[config.mk]
export PLATFORM = sky130hd
export DESIGN_NAME = afss_top
export DESIGN_NICKNAME = d
export VERILOG_FILES = /design/src/logic/afss_pkg.sv /design/src/logic/afss_top.sv /design/src/logic/afss_fifo.sv /design/src/logic/afss_seq.sv
export SDC_FILE = /design/constraint.sdc
export NUM_CORES = 1
export LEC_CHECK = 0
export BUFFER_PORTS_ARGS = -buffer_cell sky130_fd_sc_hd__buf_4
export CORE_MARGIN = 3
export CORE_UTILIZATION = 56
export DETAILED_ROUTE_END_ITERATION = 10
export PLACE_DENSITY = 0.76
export SLEW_MARGIN = 25
export SYNTH_ARGS = -nofsm -noshare
export SYNTH_HDL_FRONTEND = slang
export SYNTH_SLANG_ARGS = --single-unit
[constraint.sdc]
create_clock -name i_sys_clk -period 5.9 [get_ports i_sys_clk]
set_clock_uncertainty 0.15 [all_clocks]
set_input_delay 1.18 -clock i_sys_clk [delete_from_list [all_inputs] [get_ports i_sys_clk]]
set_output_delay 1.18 -clock i_sys_clk [all_outputs]
set_load 0.02 [all_outputs]
[src/logic/afss_pkg.sv]
// Shared constants for the converter FIFO, status/control and sequencer
package afss_pkg;
  // ----------------------------------------------------------------------
  // Widths and depth
  // ----------------------------------------------------------------------
  localparam int DATA_W     = 12;
  localparam int WORD_W     = 13;
  localparam int DEPTH      = 8;
  localparam int PTR_W      = 3;
  localparam int REG_W      = 12;

  // ----------------------------------------------------------------------
  // Status/control field positions
  // ----------------------------------------------------------------------
  localparam int BIT_FLAG    = 11;
  localparam int BIT_THR_HI  = 10;
  localparam int BIT_THR_LO  = 8;
  localparam int BIT_THRDIS  = 7;
  localparam int BIT_OVR     = 6;
  localparam int BIT_RANGE   = 5;
  localparam int BIT_EMPTY   = 4;
  localparam int BIT_HEADOOR = 3;
  localparam int BIT_CNT_HI  = 2;
  localparam int BIT_CNT_LO  = 0;
  localparam int OOR_BIT     = 12;

  // ----------------------------------------------------------------------
  // Reset values
  // ----------------------------------------------------------------------
  localparam logic [WORD_W-1:0] RESET_WORD = 13'h0800;
  localparam logic [PTR_W-1:0]  RESET_THR  = 3'h0;

  // ----------------------------------------------------------------------
  // Sequencer timing
  // ----------------------------------------------------------------------
  localparam int TRIAL_DIV     = 4;
  localparam int N_TRIALS      = 13;
  localparam int FIRST_TRIAL   = 4;
  localparam int CLK_PERIOD_NS = 20;
  localparam int STROBE_DLY_NS = 25;
  localparam int STROBE_CYC    = (STROBE_DLY_NS + CLK_PERIOD_NS - 1) / CLK_PERIOD_NS;
  localparam int TRIAL_CNT_W   = 4;

  // Sequencer states, Gray along the conversion path
  typedef enum logic [1:0] {
    AFSS_IDLE  = 2'b00,
    AFSS_START = 2'b01,
    AFSS_TRIAL = 2'b11,
    AFSS_LOAD  = 2'b10
  } afss_seq_e;
endpackage : afss_pkg

[src/logic/afss_top.sv]
// Converter digital side: result FIFO, status/control register, sequencer
//
// What this block does
// - Threshold flag low at count match, end-conversion
// - Threshold field indexes highest valid location
// - Threshold field reads back, top bit MSB
// - Disable bit set turns flag off
// - Full FIFO with no same-cycle pop drops result, sets overrun
// - Writing overrun bit performs full reset
// - Reset loads mid-scale words, clears register
// - Range error when any held word marked
// - Gate bit zero: bus off during busy
// - Empty flag; empty suppresses shift
// - Head marker reported as head range bit
// - Count is highest valid index
// - Select high reaches register, low FIFO
// - Register read moves no FIFO data
// - Eight thirteen-bit FIFO words
// - Result loaded above top, pointer increments
// - Reads from location 0, then shift down
// - Trial period is clock divided by four
// - Twelve decisions plus range decision
// - Thirteen trials plus one load cycle
// - Host access defers decision one cycle
// - Deferral repeats while access persists
// - First decision four edges after start
`timescale 1ns/1ps
module afss_top (
  input  wire logic                        i_sys_clk,            // System clock, 50 MHz
  input  wire logic                        i_rst,                // Async reset, active high
  input  wire logic                        i_convert_start_n,    // Conversion start, rise
  input  wire logic                        i_chip_select_n,      // Chip select, active low
  input  wire logic                        i_read_strobe_n,      // Read strobe, active low
  input  wire logic                        i_write_strobe_n,     // Write strobe, active low
  input  wire logic                        i_register_select,    // 1 register, 0 FIFO
  input  wire logic [afss_pkg::DATA_W-1:0] i_data,               // Data bus in
  input  wire logic                        i_comparator,         // Comparator decision
  output logic      [afss_pkg::DATA_W-1:0] o_data,               // Data bus out
  output logic                             o_data_oe,            // Data bus enable
  output logic                             o_fifo_threshold_flag_n, // Threshold pin
  output logic                             o_busy_n              // Converting, low
);
  // ----------------------------------------------------------------------
  // Host strobe decode
  // ----------------------------------------------------------------------
  logic start_d;
  logic rd_d;
  logic soft_clr;

  wire cs      = !i_chip_select_n;
  wire rd      = cs && !i_read_strobe_n;
  wire wr      = cs && !i_write_strobe_n;
  wire access  = rd || wr;
  wire reg_wr  = wr && i_register_select;
  wire rd_end  = rd_d && !rd;
  wire start   = !start_d && i_convert_start_n;

  // ----------------------------------------------------------------------
  // Control state
  // ----------------------------------------------------------------------
  logic [afss_pkg::PTR_W-1:0] thr;
  logic                       thr_dis;
  logic                       out_gate;
  logic                       overrun;
  logic                       flag_n;
  logic                       fifo_sel_d;

  // Soft reset pulse from overrun position write
  wire next_soft_clr = reg_wr && i_data[afss_pkg::BIT_OVR];

  // ----------------------------------------------------------------------
  // Submodules
  // ----------------------------------------------------------------------
  logic [afss_pkg::WORD_W-1:0] head;
  logic [3:0]                  level;
  logic                        any_oor;
  logic                        ovr_evt;
  logic [afss_pkg::WORD_W-1:0] result;
  logic                        done;
  logic                        busy;

  // FIFO read completes when a FIFO read strobe ends
  wire pop = rd_end && fifo_sel_d;

  afss_fifo #(
    .DEPTH  (afss_pkg::DEPTH),
    .WORD_W (afss_pkg::WORD_W)
  ) u_fifo (
    .i_sys_clk (i_sys_clk),
    .i_rst     (i_rst),
    .i_clr     (soft_clr),
    .i_push    (done),
    .i_word    (result),
    .i_pop     (pop),
    .o_head    (head),
    .o_level   (level),
    .o_any_oor (any_oor),
    .o_overrun (ovr_evt)
  );

  afss_seq u_seq (
    .i_sys_clk (i_sys_clk),
    .i_rst     (i_rst),
    .i_clr     (soft_clr),
    .i_start   (start),
    .i_access  (access),
    .i_cmp     (i_comparator),
    .o_word    (result),
    .o_done    (done),
    .o_busy    (busy)
  );

  // ----------------------------------------------------------------------
  // Status decode
  // ----------------------------------------------------------------------
  wire       empty    = (level == 4'h0);
  wire [2:0] count    = empty ? 3'h0 : 3'(level - 4'h1);
  // Level after this cycle's push lands, for end-of-conversion compare
  wire [3:0] level_nx = level + {3'h0, done && !ovr_evt};
  wire       match    = (level_nx == ({1'b0, thr} + 4'h1));
  wire       next_flag_n = thr_dis ? 1'b1 : !match;

  wire [afss_pkg::REG_W-1:0] status = {
    flag_n,
    thr,
    thr_dis,
    overrun,
    any_oor,
    empty,
    head[afss_pkg::OOR_BIT],
    count
  };

  // Read data select: register or FIFO head
  wire [afss_pkg::DATA_W-1:0] next_data =
    i_register_select ? status : head[afss_pkg::DATA_W-1:0];
  // Drivers held off during busy unless gate bit set
  wire next_oe = rd && !(busy && !out_gate);

  // ----------------------------------------------------------------------
  // Strobe history and soft reset
  // ----------------------------------------------------------------------
  always_ff @(posedge i_sys_clk or posedge i_rst) begin
    if (i_rst) begin
      start_d    <= 1'b1;
      rd_d       <= 1'b0;
      fifo_sel_d <= 1'b0;
      soft_clr   <= 1'b0;
    end else begin
      start_d    <= i_convert_start_n;
      rd_d       <= rd;
      fifo_sel_d <= rd && !i_register_select;
      soft_clr   <= next_soft_clr;
    end
  end

  // ----------------------------------------------------------------------
  // Control fields; read-only positions not stored
  // ----------------------------------------------------------------------
  always_ff @(posedge i_sys_clk or posedge i_rst) begin
    if (i_rst) begin
      thr      <= afss_pkg::RESET_THR;
      thr_dis  <= 1'b0;
      out_gate <= 1'b0;
    end else if (soft_clr) begin
      thr      <= afss_pkg::RESET_THR;
      thr_dis  <= 1'b0;
      out_gate <= 1'b0;
    end else if (reg_wr && !next_soft_clr) begin
      thr      <= i_data[afss_pkg::BIT_THR_HI:afss_pkg::BIT_THR_LO];
      thr_dis  <= i_data[afss_pkg::BIT_THRDIS];
      out_gate <= i_data[afss_pkg::BIT_RANGE];
    end
  end

  // ----------------------------------------------------------------------
  // Overrun sticky and threshold flag
  // ----------------------------------------------------------------------
  always_ff @(posedge i_sys_clk or posedge i_rst) begin
    if (i_rst) begin
      overrun <= 1'b0;
      flag_n  <= 1'b1;
    end else if (soft_clr) begin
      overrun <= 1'b0;
      flag_n  <= 1'b1;
    end else begin
      if (ovr_evt) overrun <= 1'b1;
      if (thr_dis) flag_n <= 1'b1;
      else if (done) flag_n <= next_flag_n;
    end
  end

  // ----------------------------------------------------------------------
  // Registered pins
  // ----------------------------------------------------------------------
  always_ff @(posedge i_sys_clk or posedge i_rst) begin
    if (i_rst) begin
      o_data                  <= '0;
      o_data_oe               <= 1'b0;
      o_fifo_threshold_flag_n <= 1'b1;
      o_busy_n                <= 1'b1;
    end else begin
      o_data                  <= next_data;
      o_data_oe               <= next_oe;
      o_fifo_threshold_flag_n <= thr_dis ? 1'b1 : flag_n;
      o_busy_n                <= !busy;
    end
  end
endmodule : afss_top

[src/logic/afss_fifo.sv]
// Eight-word shift-down result FIFO with occupancy pointer
`timescale 1ns/1ps
module afss_fifo #(
  parameter int DEPTH  = afss_pkg::DEPTH,
  parameter int WORD_W = afss_pkg::WORD_W
) (
  input  wire logic              i_sys_clk,  // System clock
  input  wire logic              i_rst,      // Async reset
  input  wire logic              i_clr,      // Soft reset
  input  wire logic              i_push,     // Load result
  input  wire logic [WORD_W-1:0] i_word,     // Result word
  input  wire logic              i_pop,      // Read completed
  output logic      [WORD_W-1:0] o_head,     // Location 0
  output logic      [3:0]        o_level,    // Words held
  output logic                   o_any_oor,  // Any held word out of range
  output logic                   o_overrun   // Push dropped, one cycle
);
  logic [WORD_W-1:0] mem [DEPTH];
  logic [3:0]        level;
  logic [DEPTH-1:0]  oor_valid;

  // Pop only when data held; push only when room after pop
  wire do_pop  = i_pop && (level != 4'h0);
  // Last word stays at location 0 once drained
  wire do_shift = do_pop && (level > 4'h1);
  wire full    = (level == 4'(DEPTH));
  wire do_push = i_push && (!full || do_pop);
  wire [3:0] wr_idx = do_pop ? level - 4'h1 : level;

  assign o_head    = mem[0];
  assign o_level   = level;
  assign o_overrun = i_push && full && !do_pop;
  assign o_any_oor = |oor_valid;

  // Flags of valid words carrying range marker
  genvar g;
  generate
    for (g = 0; g < DEPTH; g++) begin : g_oor
      assign oor_valid[g] = mem[g][afss_pkg::OOR_BIT] && (4'(g) < level);
    end
  endgenerate

  // Shift-down storage
  always_ff @(posedge i_sys_clk or posedge i_rst) begin
    if (i_rst) begin
      for (int k = 0; k < DEPTH; k++) mem[k] <= afss_pkg::RESET_WORD;
      level <= 4'h0;
    end else if (i_clr) begin
      for (int k = 0; k < DEPTH; k++) mem[k] <= afss_pkg::RESET_WORD;
      level <= 4'h0;
    end else begin
      if (do_shift)
        for (int k = 0; k < DEPTH-1; k++) mem[k] <= mem[k+1];
      if (do_push) mem[wr_idx[2:0]] <= i_word;
      level <= level + {3'h0, do_push} - {3'h0, do_pop};
    end
  end
endmodule : afss_fifo

[src/logic/afss_seq.sv]
// Bit-trial sequencer with access-deferred comparator decisions
`timescale 1ns/1ps
module afss_seq (
  input  wire logic                       i_sys_clk,    // System clock
  input  wire logic                       i_rst,        // Async reset
  input  wire logic                       i_clr,        // Soft reset
  input  wire logic                       i_start,      // Convert start rise
  input  wire logic                       i_access,     // Host strobe active
  input  wire logic                       i_cmp,        // Comparator result
  output logic      [afss_pkg::WORD_W-1:0] o_word,      // Finished result
  output logic                            o_done,       // Result ready pulse
  output logic                            o_busy        // Converting
);
  afss_pkg::afss_seq_e state;
  logic [1:0]                      div;
  logic [afss_pkg::TRIAL_CNT_W-1:0] trial;
  logic [afss_pkg::DATA_W-1:0]     approximation_register;

  // Decision point: end of each divided period, held off by access
  wire tick   = (div == 2'(afss_pkg::TRIAL_DIV - 1));
  wire decide = tick && !i_access;

  assign o_busy = (state != afss_pkg::AFSS_IDLE);

  // Trial loop: 12 data bits then a range decision
  always_ff @(posedge i_sys_clk or posedge i_rst) begin
    if (i_rst) begin
      state <= afss_pkg::AFSS_IDLE;
      div   <= 2'h0;
      trial <= '0;
      approximation_register   <= '0;
      o_word <= afss_pkg::RESET_WORD;
      o_done <= 1'b0;
    end else if (i_clr) begin
      state <= afss_pkg::AFSS_IDLE;
      div   <= 2'h0;
      trial <= '0;
      approximation_register   <= '0;
      o_done <= 1'b0;
    end else begin
      o_done <= 1'b0;
      case (state)
        afss_pkg::AFSS_IDLE: begin
          div <= 2'h0;
          if (i_start) state <= afss_pkg::AFSS_START;
        end
        afss_pkg::AFSS_START: begin
          trial <= '0;
          div   <= 2'h1;
          state <= afss_pkg::AFSS_TRIAL;
        end
        afss_pkg::AFSS_TRIAL: begin
          if (!tick) div <= div + 2'h1;
          else if (decide) begin
            div   <= 2'h0;
            trial <= trial + 1'b1;
            if (trial < 4'(afss_pkg::DATA_W))
              approximation_register[4'(afss_pkg::DATA_W - 1) - trial] <= i_cmp;
            else begin
              o_word <= {i_cmp, approximation_register};
              state  <= afss_pkg::AFSS_LOAD;
            end
          end
        end
        afss_pkg::AFSS_LOAD: begin
          o_done <= 1'b1;
          state  <= afss_pkg::AFSS_IDLE;
        end
        default: state <= afss_pkg::AFSS_IDLE;
      endcase
    end
  end
endmodule : afss_seq

==> metrics.md <==
| Metric | Value |
|---|---|
| Max_slew headroom | 0.304 |
| Clock transition at path regs | 60 ps |
| Post-route cell area | 9530 µm² |
| Outcome | complete, no violations |
| HP Class | flip-flop to flip-flop |
| PwrDens | 458 nW/µm² |
| Met2 usage | 0.404 |
| CTS tree | built |
| GP Congestion | 0.855 |
| Full die area | 17000 µm² |
| Slew Limit Fails | 0 |
| # DRC | 0 |
| Number of synthesized flops with an enable pin | 0 |
| # port buffers | 28 |
| Worst path required time | 6040 ps |
| Synth Area in XOR/XNOR | 0.00907 |
| Starting Density | 0.585 |
| WHS | 333 ps |
| Hold Buf Count CTS | 0 |
| Main synth FF type | dfrtp_1 |
| FF-to-FF path depth | 9 |
| CTS Root Cell | clkbuf_16 |
| Ys async rst share | 1.00 |
| Layout cells sized above 1 | 0.181 |
| Highest Clock Rate | 231 MHz |
| Fin Setup TNS | 0 ps |
| NumNets Final | 783 |
| Max-Cap Viols | 0 |
| R2R Path End | u_fifo.mem[62] |
| Endpoint of the worst hold path | o_data_oe |
| Crit path max fanout | 18 |
| Least-Margin Pin Slew | 1040 ps |
| Die height | 131 µm |
| Clock Sinks | 168 |
| Crit Path Class | flip-flop to flip-flop |
| WHS Path Cells | 1 |
| Ant diodes | 0 |
| Count of cell types in the netlist | 63 |
| Seq/Total Area, Yosys | 0.486 |
| Final Util | 0.641 |
| Design Power | 4.37 mW |
| P_int | 2.83 mW |
| Busiest grt layer | met2 |
| Multiplexer area fraction after synthesis | 0.185 |
| Sw frac | 0.352 |
| GR Util met1 | 0.343 |
| Post_cts resized | 0 |
| IO Count | 35 |
| Arr. time, crit path | 4470 ps |
| Die Wd | 131 µm |
| Worst Setup Start Kind | flip-flop |
| Estimated wirelength of the detail-placed design | 12.7 mm |
| #FFs+latches synth | 168 |
| First-pass GRT wire length | 33.3 mm |
| Cell Count, Final, Fillers Out | 934 |
| Setup Buffers After CTS | 0 |
| Initial antenna violation count | 0 |
| Area added between synthesis and finish | 9.65% |
| Post-Synthesis Cells | 741 |
| Clock power frac | 0.272 |
| Worst Min Path Start | out_gate |
| Commonest non-fill, non-tap cell in the layout | dfrtp_1 |
| M3 GR Usage | 0.0577 |
| Crit end category | flip-flop |
| Reg2reg setup slack | 1570 ps |
| All-layer global routing usage | 0.252 |
| Crit share post-route | 0.734 |
| CTS H-Tree Depth | 4 |
| Synth Area in Simple Gates | 0.0798 |
| Largest net degree at the start of global routing | 93 |
| Core area | 14900 µm² |
| RSZ-0062 raised after global routing | no |
| Mapped Nets | 787 |
| Final Hold Fails | 0 |
| Pre-CTS setup slack | 1690 ps |
| Post-synthesis adder-cell area fraction | 0.0383 |
| Min Tclk post-route | 4330 ps |
| Post-Route WL | 20.5 mm |
| CTS Buf Count | 17 |
| Mapped Area | 8690 µm² |
| Reg power frac | 0.395 |
| # setup viols final | 0 |
| Most frequent cells in the layout | dfrtp_1 (154), mux2i_1 (124), a221oi_1 (73) |
| Via density | 6.71 |
| Comb pwr share | 0.332 |
| Grt ovf | 0 |
| Site Rows | 44 |
| Syn avg cell area | 11.7 µm² |
| Placed Cells | 902 |
| Worst vdd ir | 0.000230 V |
| Detail Route Antenna Nets | 0 |
| 1st-iter DRT viols | 748 |
| Vias in the first global route | 6239 |
| Routed len/inst | 21.9 µm |
| Leak | 4.12 nW |
| Initial DRT Pass Iterations | 6 |
| Worst-skew pair later-pin latency | 430 ps |
| RR Startpoint | u_fifo.o_level[2] |
| Clock tree buffer depth | 2 |
| Main combinational cell family by area after synthesis | multiplexers |
| Placed cell areas | 8890 µm² |
| Vias | 6265 |
| Synth Area in Compound Gates | 0.157 |
| Net Switching | 1.54 mW |
| Ys Warns | 0 |
| Final worst setup slack | 1570 ps |
-- cell families after synthesis --
| group | count (synthesis) |
|---|---|
| flip-flops | 168 |
| AND/OR/NAND/NOR | 143 |
| adder cells (fa/ha/maj) | 26 |
| XOR/XNOR | 9 |
| buffers and inverters | 77 |
| multiplexers | 156 |
| AO/OA/AOI/OAI | 162 |
-- registers in the layout, summed over array words and instances (netlist names), 2 cells and up --
name	cells
u_fifo.mem	91
u_fifo.o_head	13
u_seq.o_word	13
o_data	12
u_seq.approximation_register	12
u_fifo.o_level	4
u_seq.trial	4
thr	3
u_seq.div	2
u_seq.state	2
-- synthesized netlist by cell type (2+ instances only) --
master     number  area share
a2111oi_0       2      0.0020
a21boi_0        2      0.0017
a21o_1          4      0.0035
a21oi_1        34       0.020
a221oi_1       73       0.074
a221oi_2       12       0.021
a22o_1          4      0.0040
a22oi_1         2      0.0017
a31oi_1         3      0.0022
and2_1          3      0.0022
and3_1          3      0.0022
buf_2          22       0.013
buf_4           6      0.0052
buf_6           7      0.0091
clkbuf_1       22      0.0095
dfrtp_1       155        0.45
dfstp_2        13       0.039
ha_1           25       0.036
inv_1          18      0.0078
mux2_2         30       0.039
mux2i_1       124        0.14
nand2_1        55       0.024
nand2b_1        8      0.0058
nand3_1        16      0.0092
nor2_1         30       0.013
nor2b_1         7      0.0050
nor3_1          4      0.0023
nor4_1          2      0.0014
o2111ai_1       3      0.0030
o21a_1          2      0.0017
o21ai_0         7      0.0040
o32a_1          3      0.0035
or2_2           2      0.0014
or4_1           2      0.0017
xnor2_1         5      0.0050
xor2_1          4      0.0040
-- area by class of cell --
class	instances	area (µm²)
multi-input combinational	496	4100
fill	1166	5340
timing repair buffer	35	263
clock buffer	24	492
clock inverter	8	144
inverter	19	76.3
sequential	168	4220
tap	184	230
-- worst max-delay path, stage by stage (launching register included) --
cell	delay, ps
dfrtp_1	730
inv_1	200
ha_1	380
and2_1	280
nor2_1	120
ha_1	300
nor2b_1	170
nand3_1	620
a22o_1	760
a221oi_1	450
-- worst max-delay path by stage --
stage	startpoint	depth (start not counted)	endpoint	slack [ps]
floorplan	i_rst	1	fifo_sel_d	40
global placement	i_chip_select_n	8	u_fifo.mem[3]	1810
detailed placement	i_chip_select_n	8	u_fifo.mem[1]	1690
CTS	u_fifo.o_level[2]	9	u_fifo.mem[62]	1770
global route	u_fifo.o_level[2]	9	u_fifo.mem[62]	1430
finish	u_fifo.o_level[2]	9	u_fifo.mem[62]	1570
-- metal layers --
metal / up-vias / wire length (µm)
li1: 2775 / -
met1: 3158 / 8570
met2: 287 / 10000
met3: 45 / 1480
met4: 0 / 399
met5: - / 0
-- power by group through the flow --
stage	clock network (mW)	logic [mW]	registers (mW)
3_3_place_gp	0	1.36	1.71
5_1_grt	1.25	1.60	1.76
4_1_cts	1.20	1.44	1.72
2_1_floorplan	0	1.10	1.68
6_report	1.19	1.45	1.73
3_5_place_dp	0	1.42	1.73
(Power assumes the default switching activity.)
